[src/include/scr_regs.vh]
// Function
// - A SYSREF rising edge sets bit 7 of the clock status register until it is cleared.
// - The SYSREF-seen flag clears only when its clear bit is written one and then zero.
// - The SYSREF-seen clear is bit 5 of the register at 0x030, read-write, reset zero.
// - A SYSREF edge too close to a device clock edge sets bit 6 of the clock status register.
// - The marginal-capture flag clears only after its clear bit goes to one and back to zero.
// - The marginal-capture clear is bit 4 of the register at 0x030, read-write, reset zero.
// - Bits 5 to 0 of the clock status register always read 000111b.
// - Control register 2 bits 3 to 0 set the SYSREF delay, 0 to 15 steps of 20 ps, reset 0.
// - Bit 2 of the analog miscellaneous register powers down the differential SYNC receiver.
// - Bit 5 of the input clamp register enables the input clamp and resets to one.
// - Bits 3 to 0 of the serializer register set pre-emphasis strength, reset four.
`ifndef SCR_REGS_VH
`define SCR_REGS_VH
`define SCR_ADDR_W        12
`define SCR_OFF_GEN_CTL0  12'h030
`define SCR_OFF_GEN_STAT  12'h031
`define SCR_OFF_GEN_CTL2  12'h032
`define SCR_OFF_ANALOG_MISC_CONTROL  12'h033
`define SCR_OFF_CLAMP     12'h034
`define SCR_OFF_SERIALIZER_CONFIG   12'h040
`define SCR_RST_GEN_CTL0  8'hc0
`define SCR_RST_GEN_CTL2  8'h80
`define SCR_RST_ANALOG_MISC_CONTROL  8'hc3
`define SCR_RST_CLAMP     8'h2f
`define SCR_RST_SERIALIZER_CONFIG   8'h04
`define SCR_STAT_LOW      6'h07
`define SCR_BIT_SEEN_CLR  5
`define SCR_BIT_MARG_CLR  4
`define SCR_BIT_SEEN      7
`define SCR_BIT_MARG      6
`define SCR_BIT_SYNC_PD   2
`define SCR_BIT_CLAMP_EN  5
`define SCR_STEP_PS       20
`endif

[src/design/scr_sysref_clock_status_regs.v]
`timescale 1ns/10ps
`include "scr_regs.vh"
module scr_sysref_clock_status_regs
(
  input  wire                    i_clk_sys,
  input  wire                    i_sys_rst,
  input  wire                    i_wr_en,
  input  wire                    i_rd_en,
  input  wire [`SCR_ADDR_W-1:0]  i_addr,
  input  wire [7:0]              i_wr_data,
  output reg  [7:0]              o_rd_data,
  output reg                     o_rd_valid,
  input  wire                    i_sysref,
  input  wire                    i_marginal_capture,
  output wire [3:0]              o_sysref_delay_steps,
  output wire                    o_sync_diff_powerdown,
  output wire                    o_input_clamp_en,
  output wire [3:0]              o_preemph_strength,
  output wire [7:0]              o_gen_ctl0
);

  // Slots of the two asynchronous pins in the filter vectors.
  localparam integer PIN_SREF = 0;
  localparam integer PIN_MARG = 1;
  localparam integer N_PINS   = 2;

  reg  [7:0]        ctl0_q;
  reg  [7:0]        ctl0_d;
  reg  [7:0]        ctl2_q;
  reg  [7:0]        ctl2_d;
  reg  [7:0]        misc_q;
  reg  [7:0]        misc_d;
  reg  [7:0]        clamp_q;
  reg  [7:0]        clamp_d;
  reg  [7:0]        ser_q;
  reg  [7:0]        ser_d;
  reg               seen_q;
  reg               seen_d;
  reg               marg_q;
  reg               marg_d;
  reg  [7:0]        stat_word;
  reg  [7:0]        rd_d;
  wire [N_PINS-1:0] pin_raw;
  wire [N_PINS-1:0] pin_lvl;
  wire [N_PINS-1:0] pin_rise;
  wire              sref_rise;
  wire              marg_rise;
  wire              sref_lvl;
  wire              marg_lvl;
  wire              marg_set;
  wire              seen_clr_fall;
  wire              marg_clr_fall;
  wire              wr_ctl0;
  wire              wr_ctl2;
  wire              wr_misc;
  wire              wr_clamp;
  wire              wr_ser;
  genvar            gi;

  assign pin_raw[PIN_SREF] = i_sysref;
  assign pin_raw[PIN_MARG] = i_marginal_capture;

  // External pins pass three stages; a change counts once stages two and three agree.
  generate
    for (gi = 0; gi < N_PINS; gi = gi + 1)
    begin : g_pin_filter
      reg  [2:0] sync_q;
      reg        lvl_q;
      wire       agree;

      assign agree = (sync_q[1] == sync_q[2]);

      always @(posedge i_clk_sys or posedge i_sys_rst)
      begin
        if (i_sys_rst)
        begin
          sync_q <= 3'h0;
          lvl_q  <= 1'b0;
        end
        else
        begin
          sync_q <= {sync_q[1:0], pin_raw[gi]};
          if (agree)
          begin
            lvl_q <= sync_q[2];
          end
        end
      end

      // Reset leaves the level low like the idle pins, so no false edge follows reset.
      assign pin_lvl[gi]  = lvl_q;
      assign pin_rise[gi] = agree && sync_q[2] && !lvl_q;
    end
  endgenerate

  assign sref_rise = pin_rise[PIN_SREF];
  assign marg_rise = pin_rise[PIN_MARG];
  assign sref_lvl  = pin_lvl[PIN_SREF];
  assign marg_lvl  = pin_lvl[PIN_MARG];

  // The status address has no write strobe, so a write to it changes nothing.
  assign wr_ctl0  = i_wr_en && (i_addr == `SCR_OFF_GEN_CTL0);
  assign wr_ctl2  = i_wr_en && (i_addr == `SCR_OFF_GEN_CTL2);
  assign wr_misc  = i_wr_en && (i_addr == `SCR_OFF_ANALOG_MISC_CONTROL);
  assign wr_clamp = i_wr_en && (i_addr == `SCR_OFF_CLAMP);
  assign wr_ser   = i_wr_en && (i_addr == `SCR_OFF_SERIALIZER_CONFIG);

  always @*
  begin
    ctl0_d = ctl0_q;
    if (wr_ctl0)
    begin
      ctl0_d = i_wr_data;
    end
  end

  always @(posedge i_clk_sys or posedge i_sys_rst)
  begin
    if (i_sys_rst)
    begin
      ctl0_q <= `SCR_RST_GEN_CTL0;
    end
    else
    begin
      ctl0_q <= ctl0_d;
    end
  end

  always @*
  begin
    ctl2_d = ctl2_q;
    if (wr_ctl2)
    begin
      ctl2_d = i_wr_data;
    end
  end

  always @(posedge i_clk_sys or posedge i_sys_rst)
  begin
    if (i_sys_rst)
    begin
      ctl2_q <= `SCR_RST_GEN_CTL2;
    end
    else
    begin
      ctl2_q <= ctl2_d;
    end
  end

  always @*
  begin
    misc_d = misc_q;
    if (wr_misc)
    begin
      misc_d = i_wr_data;
    end
  end

  always @(posedge i_clk_sys or posedge i_sys_rst)
  begin
    if (i_sys_rst)
    begin
      misc_q <= `SCR_RST_ANALOG_MISC_CONTROL;
    end
    else
    begin
      misc_q <= misc_d;
    end
  end

  always @*
  begin
    clamp_d = clamp_q;
    if (wr_clamp)
    begin
      clamp_d = i_wr_data;
    end
  end

  always @(posedge i_clk_sys or posedge i_sys_rst)
  begin
    if (i_sys_rst)
    begin
      clamp_q <= `SCR_RST_CLAMP;
    end
    else
    begin
      clamp_q <= clamp_d;
    end
  end

  always @*
  begin
    ser_d = ser_q;
    if (wr_ser)
    begin
      ser_d = i_wr_data;
    end
  end

  always @(posedge i_clk_sys or posedge i_sys_rst)
  begin
    if (i_sys_rst)
    begin
      ser_q <= `SCR_RST_SERIALIZER_CONFIG;
    end
    else
    begin
      ser_q <= ser_d;
    end
  end

  // The clear acts on the one-to-zero write, so a flag is clear only after both writes.
  assign seen_clr_fall = wr_ctl0 && ctl0_q[`SCR_BIT_SEEN_CLR]
                         && !i_wr_data[`SCR_BIT_SEEN_CLR];
  assign marg_clr_fall = wr_ctl0 && ctl0_q[`SCR_BIT_MARG_CLR]
                         && !i_wr_data[`SCR_BIT_MARG_CLR];

  // The detector may settle after the edge, so its late rise while SYSREF is high counts too.
  assign marg_set = (sref_rise && marg_lvl) || (marg_rise && sref_lvl);

  // A new event in the clearing cycle wins, so no event is lost.
  always @*
  begin
    seen_d = seen_q;
    if (sref_rise)
    begin
      seen_d = 1'b1;
    end
    else if (seen_clr_fall)
    begin
      seen_d = 1'b0;
    end
  end

  always @(posedge i_clk_sys or posedge i_sys_rst)
  begin
    if (i_sys_rst)
    begin
      seen_q <= 1'b0;
    end
    else
    begin
      seen_q <= seen_d;
    end
  end

  always @*
  begin
    marg_d = marg_q;
    if (marg_set)
    begin
      marg_d = 1'b1;
    end
    else if (marg_clr_fall)
    begin
      marg_d = 1'b0;
    end
  end

  always @(posedge i_clk_sys or posedge i_sys_rst)
  begin
    if (i_sys_rst)
    begin
      marg_q <= 1'b0;
    end
    else
    begin
      marg_q <= marg_d;
    end
  end

  // The low bits are a fixed pattern; the two flags sit above it at their own positions.
  always @*
  begin
    stat_word                = {2'h0, `SCR_STAT_LOW};
    stat_word[`SCR_BIT_SEEN] = seen_q;
    stat_word[`SCR_BIT_MARG] = marg_q;
  end

  always @*
  begin
    case (i_addr)
      `SCR_OFF_GEN_CTL0: rd_d = ctl0_q;
      `SCR_OFF_GEN_STAT: rd_d = stat_word;
      `SCR_OFF_GEN_CTL2: rd_d = ctl2_q;
      `SCR_OFF_ANALOG_MISC_CONTROL: rd_d = misc_q;
      `SCR_OFF_CLAMP:    rd_d = clamp_q;
      `SCR_OFF_SERIALIZER_CONFIG:  rd_d = ser_q;
      default:           rd_d = 8'h00;
    endcase
  end

  always @(posedge i_clk_sys or posedge i_sys_rst)
  begin
    if (i_sys_rst)
    begin
      o_rd_valid <= 1'b0;
    end
    else
    begin
      o_rd_valid <= i_rd_en;
    end
  end

  // Read data holds until the next read strobe, so a slow master may sample it late.
  always @(posedge i_clk_sys or posedge i_sys_rst)
  begin
    if (i_sys_rst)
    begin
      o_rd_data <= 8'h00;
    end
    else if (i_rd_en)
    begin
      o_rd_data <= rd_d;
    end
  end

  // Each delay step is nominally SCR_STEP_PS picoseconds; the analog trim does the delaying.
  assign o_sysref_delay_steps  = ctl2_q[3:0];
  assign o_sync_diff_powerdown = misc_q[`SCR_BIT_SYNC_PD];
  assign o_input_clamp_en      = clamp_q[`SCR_BIT_CLAMP_EN];
  assign o_preemph_strength    = ser_q[3:0];
  assign o_gen_ctl0            = ctl0_q;

endmodule

[config.mk]
export PLATFORM = sky130hd
export DESIGN_NAME = scr_sysref_clock_status_regs
export DESIGN_NICKNAME = d
export VERILOG_FILES = /design/src/design/scr_sysref_clock_status_regs.v
export VERILOG_INCLUDE_DIRS = /design/src /design/src/include
export SDC_FILE = /design/constraint.sdc
export NUM_CORES = 1
export LEC_CHECK = 0
export ABC_AREA = 1
export BUFFER_PORTS_ARGS = -buffer_cell sky130_fd_sc_hd__buf_2
export CORE_MARGIN = 5
export CORE_UTILIZATION = 55
export DETAILED_ROUTE_END_ITERATION = 8
export PLACE_DENSITY = 0.79
export SLEW_MARGIN = 20
export SYNTH_ARGS = -nofsm -noshare
export SYNTH_HDL_FRONTEND = slang
export SYNTH_SLANG_ARGS = --single-unit
[constraint.sdc]
create_clock -name i_clk_sys -period 2.5 [get_ports i_clk_sys]
set_clock_uncertainty 0.1 [all_clocks]
set_input_delay 0.5 -clock i_clk_sys [delete_from_list [all_inputs] [get_ports i_clk_sys]]
set_output_delay 0.5 -clock i_clk_sys [all_outputs]
set_load 0.05 [all_outputs]
==> results.py, run 1 <==
metrics = {
    "status": {
        "status": "completed",
    },
    "floorplanning": {
        "std_cell_rows": 26,
        "start_util_pct": 55.8,
        "dieArea_mm2": 0.00665,
        "chipWidth_um": 81.5,
        "core-area_mm2": 0.00504,
        "die_h_um": 81.5,
        "ios": 53,
    },
    "yosys": {
        "yosysWarnings": 0,
        "synth-seq-area-share_pct": 53.0,
        "synth_nets": 352,
        "synth_top_area_share_pct": 40.9,
        "synthDistinctLibCells": 23,
        "ys_seq_elements": 59,
        "yosysTopAreaCell": "dfrtp_1",
        "syn_area_per_cell_um2": 8.69,
        "synthCells": 324,
        "synthTopCellsByCount": "86 x nand2_1, 46 x dfrtp_1, 44 x nand3_1",
        "synth_top_flop_cell": "dfrtp_1",
        "async_reset_ff_share_pct": 100,
        "synth_edf_count": 0,
        "syn_area_mm2": 0.00282,
        "ys_top_cells_by_area": "dfrtp_1 41%, dfstp_2 12%, nand2_1 11%",
        "yosysMostFrequentCell": "nand2_1",
    },
    "worst_setup_path": {
        "cp_data_required_time_ns": 1.90,
        "critPathKind": "register to primary output",
        "r2r_slack_ns": 1.29,
        "regToRegStartpoint": "g_pin_filter[0].sync_q[1]",
        "timing.rr.end": "g_pin_filter[0].lvl_q",
        "crit_path_cell_trace": "buf_2",
        "slowest_stage": "dfstp_2",
        "cp.arrival_ns": 1.14,
        "cp_max_fo": 3,
        "start_kind": "register",
        "max_stage_delay_ns": 0.55,
        "crit_buf_inv": 1,
        "critPathCaptureType": "primary output",
        "reg2reg_depth": 2,
        "crit_family": "flip-flops",
    },
    "placement": {
        "dpl.cell_count": 431,
        "numPortBuffers": 52,
        "hpwlAfterDp_um": 4410,
        "post_dp_cell_area_mm2": 0.00306,
        "place_congestion": 0.855,
    },
    "clocking": {
        "cts_resized": 0,
        "cts_buffers": 9,
        "cts_tree": "yes",
        "cts_max_level": 3,
        "postCtsSetupBuffers": 0,
        "clk_latency_ns": 0.33,
        "cts_hold_buffers": 0,
        "clkSinkCount": 59,
        "cts-root-buf": "clkbuf_8",
        "cts.clk_slew.worst_paths_ns": 0.06,
        "cts_buffer_depth": 2,
    },
    "grt": {
        "grt_antenna_before_repair": 0,
        "grt_pass1_wl_um": 10300,
        "grt_use_total_pct": 20.9,
        "gr-total-overflow": 0,
        "grt_pass1_vias": 2302,
        "grt_max_degree": 34,
    },
    "power": {
        "power.leakage_nw": 1.65,
        "p_comb_share_pct": 7.6,
        "p_per_area_mw_per_mm2": 585,
        "clkPwrFrac_pct": 40.2,
        "seq_power_share_pct": 52.2,
        "p_sw_uw": 459,
        "p_int_mw": 1.43,
        "switching_share_pct": 24.3,
        "ir_worst_vdd_v": 0.000390,
    },
    "cells_and_area": {
        "fillerInstances": 457,
        "design_area_mm2": 0.00323,
        "fin_cells": 447,
        "post-route-util_pct": 64.0,
        "drive_gt1_share_pct": 28.1,
        "area_delta_synth_final_pct": 14.7,
        "fin_nets": 400,
        "antenna_cells": 0,
    },
    "sta": {
        "maxSlewHeadroom_pct": 60.3,
        "tns_ns": 0,
        "post-route-period-util_pct": 69.8,
        "finalMaxSlewViolations": 0,
        "worst_pin_slew_ns": 0.594,
        "max_freq_ghz": 0.573,
        "grt_setup_unrepaired": "no",
        "min_period_ns": 1.74,
        "finalHoldViolCount": 0,
        "setup_viol": 0,
    },
    "detailed_routing": {
        "wl_um": 6290,
        "drc_errors": 0,
        "ant_nets": 0,
        "via_per_inst": 5.17,
        "via_count": 2313,
        "drt_iter0_markers": 122,
        "routedWlPerCell_um": 14.1,
        "dr.pass1.iters": 4,
    },
    "worst_hold_path": {
        "hp-class": "primary input to async pin",
    },
    "job": {
        "cap_violations": 0,
    },
}
==> sequential cells by signal (all words and copies together) (netlist names) <==
register and count:
g_pin_filter.lvl_q 2, misc_q 8, clamp_q 8, marg_q 1, ser_q 8, o_rd_data 8, seen_q 1, o_gen_ctl0 8
ctl2_q 8, o_rd_valid 1, g_pin_filter.sync_q 6
==> power by group through the flow <==
| stage | combinational, mW | sequential [mW] | clock [mW] |
|---|---|---|---|
| after floorplan | 0.0673 | 1.03 | 0 |
| after global placement | 0.142 | 1.00 | 0 |
| after detailed placement | 0.146 | 1.00 | 0 |
| after CTS | 0.146 | 0.987 | 0.770 |
| after global routing | 0.160 | 0.989 | 0.820 |
| final | 0.143 | 0.987 | 0.758 |
==> stage by stage <==
step | total power [mW] | hold WS (ns) | worst slack, ns
after floorplan | 1.09 | 0.231 | 0.465
after global placement | 1.14 | 0.233 | 0.605
after detailed placement | 1.15 | 0.237 | 0.575
after CTS | 1.90 | 0.141 | 0.743
after global routing | 1.97 | 0.157 | 0.711
final | 1.89 | 0.130 | 0.756
==> how the worst max path moves through the flow <==
stage                     slack, ns  cells past startpoint            end          start
final                          0.76                      1  o_gen_ctl0[6]  o_gen_ctl0[6]
after global routing           0.71                      1  o_gen_ctl0[7]  o_gen_ctl0[7]
after CTS                      0.74                      1  o_gen_ctl0[7]  o_gen_ctl0[7]
after detailed placement       0.57                     11   o_rd_data[4]      i_addr[9]
after global placement         0.60                      7      ctl2_q[6]     i_addr[11]
after floorplan                0.47                      1     clamp_q[4]      i_sys_rst
==> worst reg2reg max path: stages, from the launching register on <==
cell     delay [ns]
dfrtp_1        0.39
ha_1           0.29
mux2_2         0.33
==> area by class of cell <==
class / count / area, um^2 / share of cell area, %
clock buffers: 14 / 163 / 5.04
clock inverters: 2 / 10.0 / 0.310
inverters: 24 / 90.1 / 2.79
multi-input cells: 223 / 1090 / 33.8
flip-flops and latches: 59 / 1490 / 46.2
well taps: 70 / 87.6 / 2.71
repair buffers: 55 / 295 / 9.14
==> placed cells by master (no fill, tap or decap) <==
cell type / synthesis / layout
nand3_1: 44 / 44
nor2_1: 28 / 28
clkbuf_8: 0 / 11
inv_1: 21 / 20
dfrtp_1: 46 / 46
buf_12: 0 / 1
nand3_4: 2 / 2
a21oi_2: 5 / 5
nand2_1: 86 / 86
nor2_2: 3 / 3
inv_2: 3 / 4
clkbuf_1: 2 / 3
o21ai_1: 17 / 17
dfstp_2: 13 / 13
nor3_2: 1 / 1
o21ai_0: 23 / 23
nand2_2: 3 / 3
o21a_1: 2 / 2
nand3_2: 2 / 2
ha_1: 2 / 2
mux2_2: 2 / 2
nor2_4: 3 / 3
clkinv_2: 0 / 2
buf_2: 2 / 52
buf_4: 9 / 2
==> kinds of logic (layout without fill, tap and decap cells) <==
| family | after synthesis | in the layout | share of synthesized area, % |
|---|---|---|---|
| compound gates | 47 | 47 | 9.20 |
| fa+ha+maj | 2 | 2 | 0.889 |
| buf+inv | 42 | 95 | 8.22 |
| flops | 59 | 59 | 53.0 |
| mux | 2 | 2 | 0.800 |
| simple gates | 172 | 172 | 27.9 |
==> metal layers <==
layer	share of wire [%]	GRT usage [%]
met5	0	0
met4	1.9	10.1
met3	7.5	4.93
met2	47	33.3
met1	43	26.7
Note: power is estimated with default switching activity, not from simulation.
==> run 2, diff against run 1 <==
- ABC_AREA: 1 -> 0
- clock period: 2.5 -> 1.65 ns (I/O delays scaled with it)
==> results.py, run 2 <==
metrics = {
    "power": {
        "ir_worst_vdd_v": 0.00114,
        "p_per_area_mw_per_mm2": 878,
        "power.leakage_nw": 1.76,
    },
    "clocking": {
        "cts_max_level": 3,
        "cts_tree": "yes",
        "cts-root-buf": "clkbuf_8",
        "clk_latency_ns": 0.33,
        "cts_buffers": 9,
        "cts.clk_slew.worst_paths_ns": 0.06,
        "cts_buffer_depth": 2,
        "clkSinkCount": 59,
    },
    "sta": {
        "worst_pin_slew_ns": 0.337,
        "grt_setup_unrepaired": "yes",
        "tns_ns": -3.60,
        "finalMaxSlewViolations": 0,
        "max_freq_ghz": 0.556,
        "min_period_ns": 1.80,
        "post-route-period-util_pct": 109,
        "maxSlewHeadroom_pct": 77.3,
        "timing.final.ws_setup_ns": -0.148,
        "finalHoldViolCount": 0,
        "setup_viol": 43,
    },
    "yosys": {
        "synth-seq-area-share_pct": 54.2,
        "ys_seq_elements": 59,
        "ys_top_cells_by_area": "dfrtp_1 42%, mux2_2 19%, dfstp_2 12%",
        "synth_top_area_share_pct": 41.8,
        "synthTopCellsByCount": "46 x dfrtp_1, 46 x mux2_2, 13 x dfstp_2",
        "synthDistinctLibCells": 47,
        "yosysWarnings": 0,
        "synth_top_flop_cell": "dfrtp_1",
        "syn_area_per_cell_um2": 13.0,
        "synth_edf_count": 0,
        "yosysTopAreaCell": "dfrtp_1",
        "syn_area_mm2": 0.00276,
        "synth_nets": 240,
        "async_reset_ff_share_pct": 100,
        "synthCells": 212,
    },
    "detailed_routing": {
        "ant_nets": 0,
        "wl_um": 6590,
        "dr.pass1.iters": 4,
        "drc_errors": 0,
        "drt_iter0_markers": 88,
        "via_count": 2045,
        "routedWlPerCell_um": 18.1,
        "via_per_inst": 5.62,
    },
    "worst_hold_path": {
        "hp-class": "primary input to register",
    },
    "worst_setup_path": {
        "critPathKind": "primary input to register",
        "start_kind": "primary input",
        "cp_data_required_time_ns": 1.76,
        "cp_max_fo": 8,
        "critPathCaptureType": "register",
        "cp.arrival_ns": 1.91,
    },
    "floorplanning": {
        "dieArea_mm2": 0.00653,
        "core-area_mm2": 0.00479,
        "start_util_pct": 57.6,
        "ios": 53,
        "die_h_um": 80.8,
        "std_cell_rows": 25,
        "chipWidth_um": 80.8,
    },
    "grt": {
        "grt_max_degree": 60,
        "grt_antenna_before_repair": 0,
        "gr-total-overflow": 0,
        "grt_pass1_wl_um": 10900,
        "grt_use_total_pct": 22.6,
        "grt_pass1_vias": 2234,
    },
    "cells_and_area": {
        "area_delta_synth_final_pct": 30.1,
        "regArea_mm2": 0.00149,
        "mostFrequentLayoutCell": "buf_2",
        "drive_gt1_share_pct": 57.9,
        "final_cell_mix": "51 x buf_2, 46 x dfrtp_1, 44 x mux2_2, 24 x buf_4, 13 x dfstp_2",
        "design_area_mm2": 0.00359,
        "antenna_cells": 0,
        "multi_input_area_mm2": 0.00119,
        "fillerInstances": 324,
        "fin_nets": 320,
    },
    "placement": {
        "numPortBuffers": 52,
        "post_dp_cell_area_mm2": 0.00326,
        "place_congestion": 0.834,
        "hpwlAfterDp_um": 4450,
    },
    "status": {
        "violations": "setup timing",
        "status": "finished with violations",
    },
    "job": {
        "cap_violations": 0,
    },
}
## run 2: cell count changes after synthesis, sizes merged, moves of 19 or more
cell,delta
nor2,-27
inv,-19
mux2,+44
nand2,-79
nand3,-45
o21ai,-37
## run 2: per-stage QoR
step	setup WS (ns)	hold slack [ns]	cells	utilization, %	power (mW)
floorplan	-0.469	0.231	212	-	1.67
global placement	-0.491	0.232	341	68.1	1.78
detailed placement	-0.511	0.237	341	68.1	1.79
CTS	-0.150	0.181	362	74.5	3.17
global route	-0.175	0.191	364	74.9	3.26
finish	-0.148	0.191	364	74.9	3.15
## run 2: final timing paths
check	start	endpoint	slack, ns	depth (start not counted)
min	i_wr_data[6]	clamp_q[6]	0.19	2
min reg2reg	g_pin_filter[1].sync_q[0]	g_pin_filter[1].sync_q[1]	0.25	0
max	i_addr[9]	ctl2_q[2]	-0.15	6
max in group asynchronous	i_sys_rst	misc_q[0]	0.62	4
min in group asynchronous	i_sys_rst	misc_q[3]	0.53	4
max reg2reg	o_gen_ctl0[2]	o_rd_data[2]	0.29	4
## run 2: layout make-up
type | count | area share, %
clock buffers | 12 | 4.61
clock inverters | 4 | 1.33
inverters | 5 | 0.628
multi-input cells | 130 | 33.2
flip-flops and latches | 59 | 41.6
well taps | 67 | 2.34
repair buffers | 87 | 16.3
## run 2: cell families after synthesis
logic type	Yosys count	share of synthesized area, %
buffers and inverters	23	4.45
multiplexers	50	20.2
AND/OR/NAND/NOR	48	11.8
AO/OA/AOI/OAI	30	8.40
adder cells (fa/ha/maj)	2	0.908
flip-flops	59	54.2
## run 2: worst max-delay path: stages
cell and delay [ns]:
buf_6 0.09, or4_4 0.55, nor3_4 0.22, buf_12 0.14, nand4_4 0.21, mux2_4 0.36
## run 2: power by group
part | switching (mW) | internal (mW) | total, mW
Sequential | 0.0159 | 1.48 | 1.49
Combinational | 0.173 | 0.106 | 0.279
Clock | 0.561 | 0.815 | 1.38
## run 2: routing by layer
metal	vias up	global-route usage (%)	share of wire (%)
met4	0	9.12	1.8
met5	-	0	0
li1	952	-	-
met3	14	7.98	6.0
met1	1003	25.6	41
met2	76	38.9	51
## run 2: what timing repair did
action | CTS | global route
endpoints found under the setup margin | 48 | 45
setup buffers | 2 | 2
endpoints found under the hold margin | 48 | 0
hold buffers | 3 | 0
cloned | 0 | 0
pin swaps | 3 | 4
gates resized for setup | 11 | 1
==> run 3, diff against run 2 <==
- BUFFER_PORTS_ARGS: -buffer_cell sky130_fd_sc_hd__buf_2 -> default
- DONT_BUFFER_PORTS: default -> 1
- PLACE_DENSITY: 0.79 -> 0.7
==> results.py, run 3 (same netlist as run 2, synthesis figures left out) <==
metrics = {
    "grt": {
        "grt_pass1_vias": 1995,
        "grt_antenna_before_repair": 0,
        "gr-total-overflow": 0,
        "grt_max_degree": 60,
        "grt_use_total_pct": 21.4,
        "grt_pass1_wl_um": 10200,
    },
    "detailed_routing": {
        "wl_met2_um": 3240,
        "via_count": 1906,
        "via_per_inst": 6.19,
        "routedWlPerCell_um": 20.9,
        "drt_iter0_markers": 119,
        "wl_um": 6430,
        "dr.pass1.iters": 4,
        "wl_met3_um": 435,
        "ant_nets": 0,
        "routed.top_layer": "met4",
        "wl_met1_um": 2620,
        "drc_errors": 0,
    },
    "floorplanning": {
        "std_cell_rows": 25,
        "die_h_um": 80.8,
        "ios": 53,
        "start_util_pct": 57.6,
        "chipWidth_um": 80.8,
        "core-area_mm2": 0.00479,
        "dieArea_mm2": 0.00653,
    },
    "sta": {
        "max_freq_ghz": 0.579,
        "min_period_ns": 1.73,
        "maxSlewHeadroom_pct": 65.1,
        "worst_pin_slew_ns": 0.524,
        "finalHoldViolCount": 0,
        "hold_ws_ns": 0.0427,
        "grt_setup_unrepaired": "yes",
        "finalMaxSlewViolations": 0,
        "timing.final.ws_setup_ns": -0.0775,
        "setup_viol": 26,
        "post-route-period-util_pct": 105,
    },
    "cells_and_area": {
        "design_area_mm2": 0.00325,
        "fin_nets": 264,
        "area_delta_synth_final_pct": 17.9,
        "mostFrequentLayoutCell": "dfrtp_1",
        "final_cell_mix": "46 x dfrtp_1, 44 x mux2_2, 22 x buf_4, 13 x dfstp_2, 11 x clkbuf_8",
        "fillerInstances": 354,
        "drive_gt1_share_pct": 46.9,
        "antenna_cells": 0,
    },
    "power": {
        "ir_worst_vdd_v": 0.000611,
        "p_comb_share_pct": 4.7,
        "power.leakage_nw": 1.48,
        "p_per_area_mw_per_mm2": 866,
        "switching_share_pct": 23.2,
        "p_sw_uw": 654,
        "clkPwrFrac_pct": 40.9,
        "p_int_mw": 2.16,
        "seq_power_share_pct": 54.4,
    },
    "placement": {
        "hpwlAfterDp_um": 4450,
        "numPortBuffers": 0,
        "place_ws_ns": -0.425,
        "post_dp_cell_area_mm2": 0.00298,
        "place_congestion": 0.833,
    },
    "job": {
        "cap_violations": 0,
    },
    "worst_setup_path": {
        "cp_max_fo": 8,
        "max_stage_delay_ns": 0.55,
        "regToRegStartpoint": "ctl2_q[6]",
        "crit_buf_inv": 1,
        "slowest_stage": "or4_4",
        "crit_family": "simple AND/OR/NAND/NOR gates",
        "r2r_slack_ns": 0.21,
        "reg2reg_depth": 4,
        "critPathCaptureType": "register",
        "cp_data_required_time_ns": 1.77,
        "critPathKind": "primary input to register",
        "cp.arrival_ns": 1.85,
        "timing.rr.end": "o_rd_data[6]",
        "start_kind": "primary input",
        "crit_path_cell_trace": "or4_4 -> nor3_4 -> buf_12 -> nand4_4 -> mux2_4",
    },
    "worst_hold_path": {
        "holdCritStartpoint": "i_wr_data[3]",
        "min_path_cells": 1,
        "hold_path_end": "clamp_q[3]",
        "hp-class": "primary input to register",
    },
    "clocking": {
        "clk_latency_ns": 0.33,
        "clkSinkCount": 59,
        "cts.clk_slew.worst_paths_ns": 0.07,
        "cts_buffers": 9,
        "cts_max_level": 3,
        "cts_tree": "yes",
        "cts_buffer_depth": 2,
        "cts-root-buf": "clkbuf_8",
    },
    "status": {
        "status": "finished with violations",
        "violations": "setup timing",
    },
}
==> run 3: changes by cell type in the layout (fill, tap and decap cells not counted), sizes merged <==
| cell | previous run | this run |
|---|---|---|
| dlygate4sd3 | 3 | 4 |
| bufinv | 1 | 0 |
| buf | 84 | 27 |
| clkinvlp | 2 | 1 |
| clkbuf | 12 | 14 |
==> run 3: per-layer routing <==
| layer | vias to the layer above | global-route usage (%) |
|---|---|---|
| met2 | 67 | 34.2 |
| met4 | 0 | 9.97 |
| met5 | - | 0 |
| li1 | 838 | - |
| met3 | 13 | 6.87 |
| met1 | 988 | 26.5 |
==> run 3: repair_timing <==
action | in CTS | in global routing
endpoints found under the setup margin | 25 | 40
hold endpoints to repair | 56 | 0
resized for setup | 4 | 5
setup buffers | 1 | 1
pin swaps | 4 | 7
hold buffers | 4 | 0
==> run 3: how the worst max path moves through the flow <==
stage,from,to,slack [ns],cells past startpoint
after floorplan,i_addr[9],misc_q[2],-0.47,5
after detailed placement,i_addr[9],ser_q[4],-0.42,5
after CTS,i_addr[9],o_rd_data[4],-0.03,6
after global placement,i_addr[9],ser_q[7],-0.39,5
final,i_addr[9],ctl2_q[4],-0.08,5
after global routing,i_addr[9],ctl2_q[4],-0.11,5
==> run 3: cell type report <==
cell class / count / area, um^2 / share of cell area [%]
sequential: 59 / 1490 / 45.9
multi-input combinational: 130 / 1200 / 36.9
timing repair buffer: 31 / 279 / 8.58
clock buffer: 14 / 163 / 5.00
clock inverter: 2 / 10.0 / 0.308
tap: 67 / 83.8 / 2.58
inverter: 5 / 22.5 / 0.693
==> run 3: through the flow <==
stage               util [%]  total power [mW]  setup TNS (ns)  cells
floorplan                  -              1.67          -18.90    212
global placement        62.2              1.67          -16.61    286
detailed placement      62.2              1.68          -17.37    286
CTS                     67.2              2.83          -0.270    307
global route            67.9              2.93           -1.81    308
finish                  67.9              2.82           -1.04    308
==> run 3: worst reg2reg max path, cell delays in order, from the launching register on <==
cell	delay [ns]
dfrtp_1	0.37
mux2_2	0.27
a32o_1	0.21
o21ai_0	0.22
a31oi_1	0.12
==> run 3: power groups by stage <==
stage               sequential (mW)  clock, mW  combinational (mW)
floorplan                      1.55          0               0.114
global placement               1.56          0               0.115
detailed placement             1.56          0               0.120
CTS                            1.53       1.17               0.133
global route                   1.54       1.25               0.146
finish                         1.53       1.15               0.131
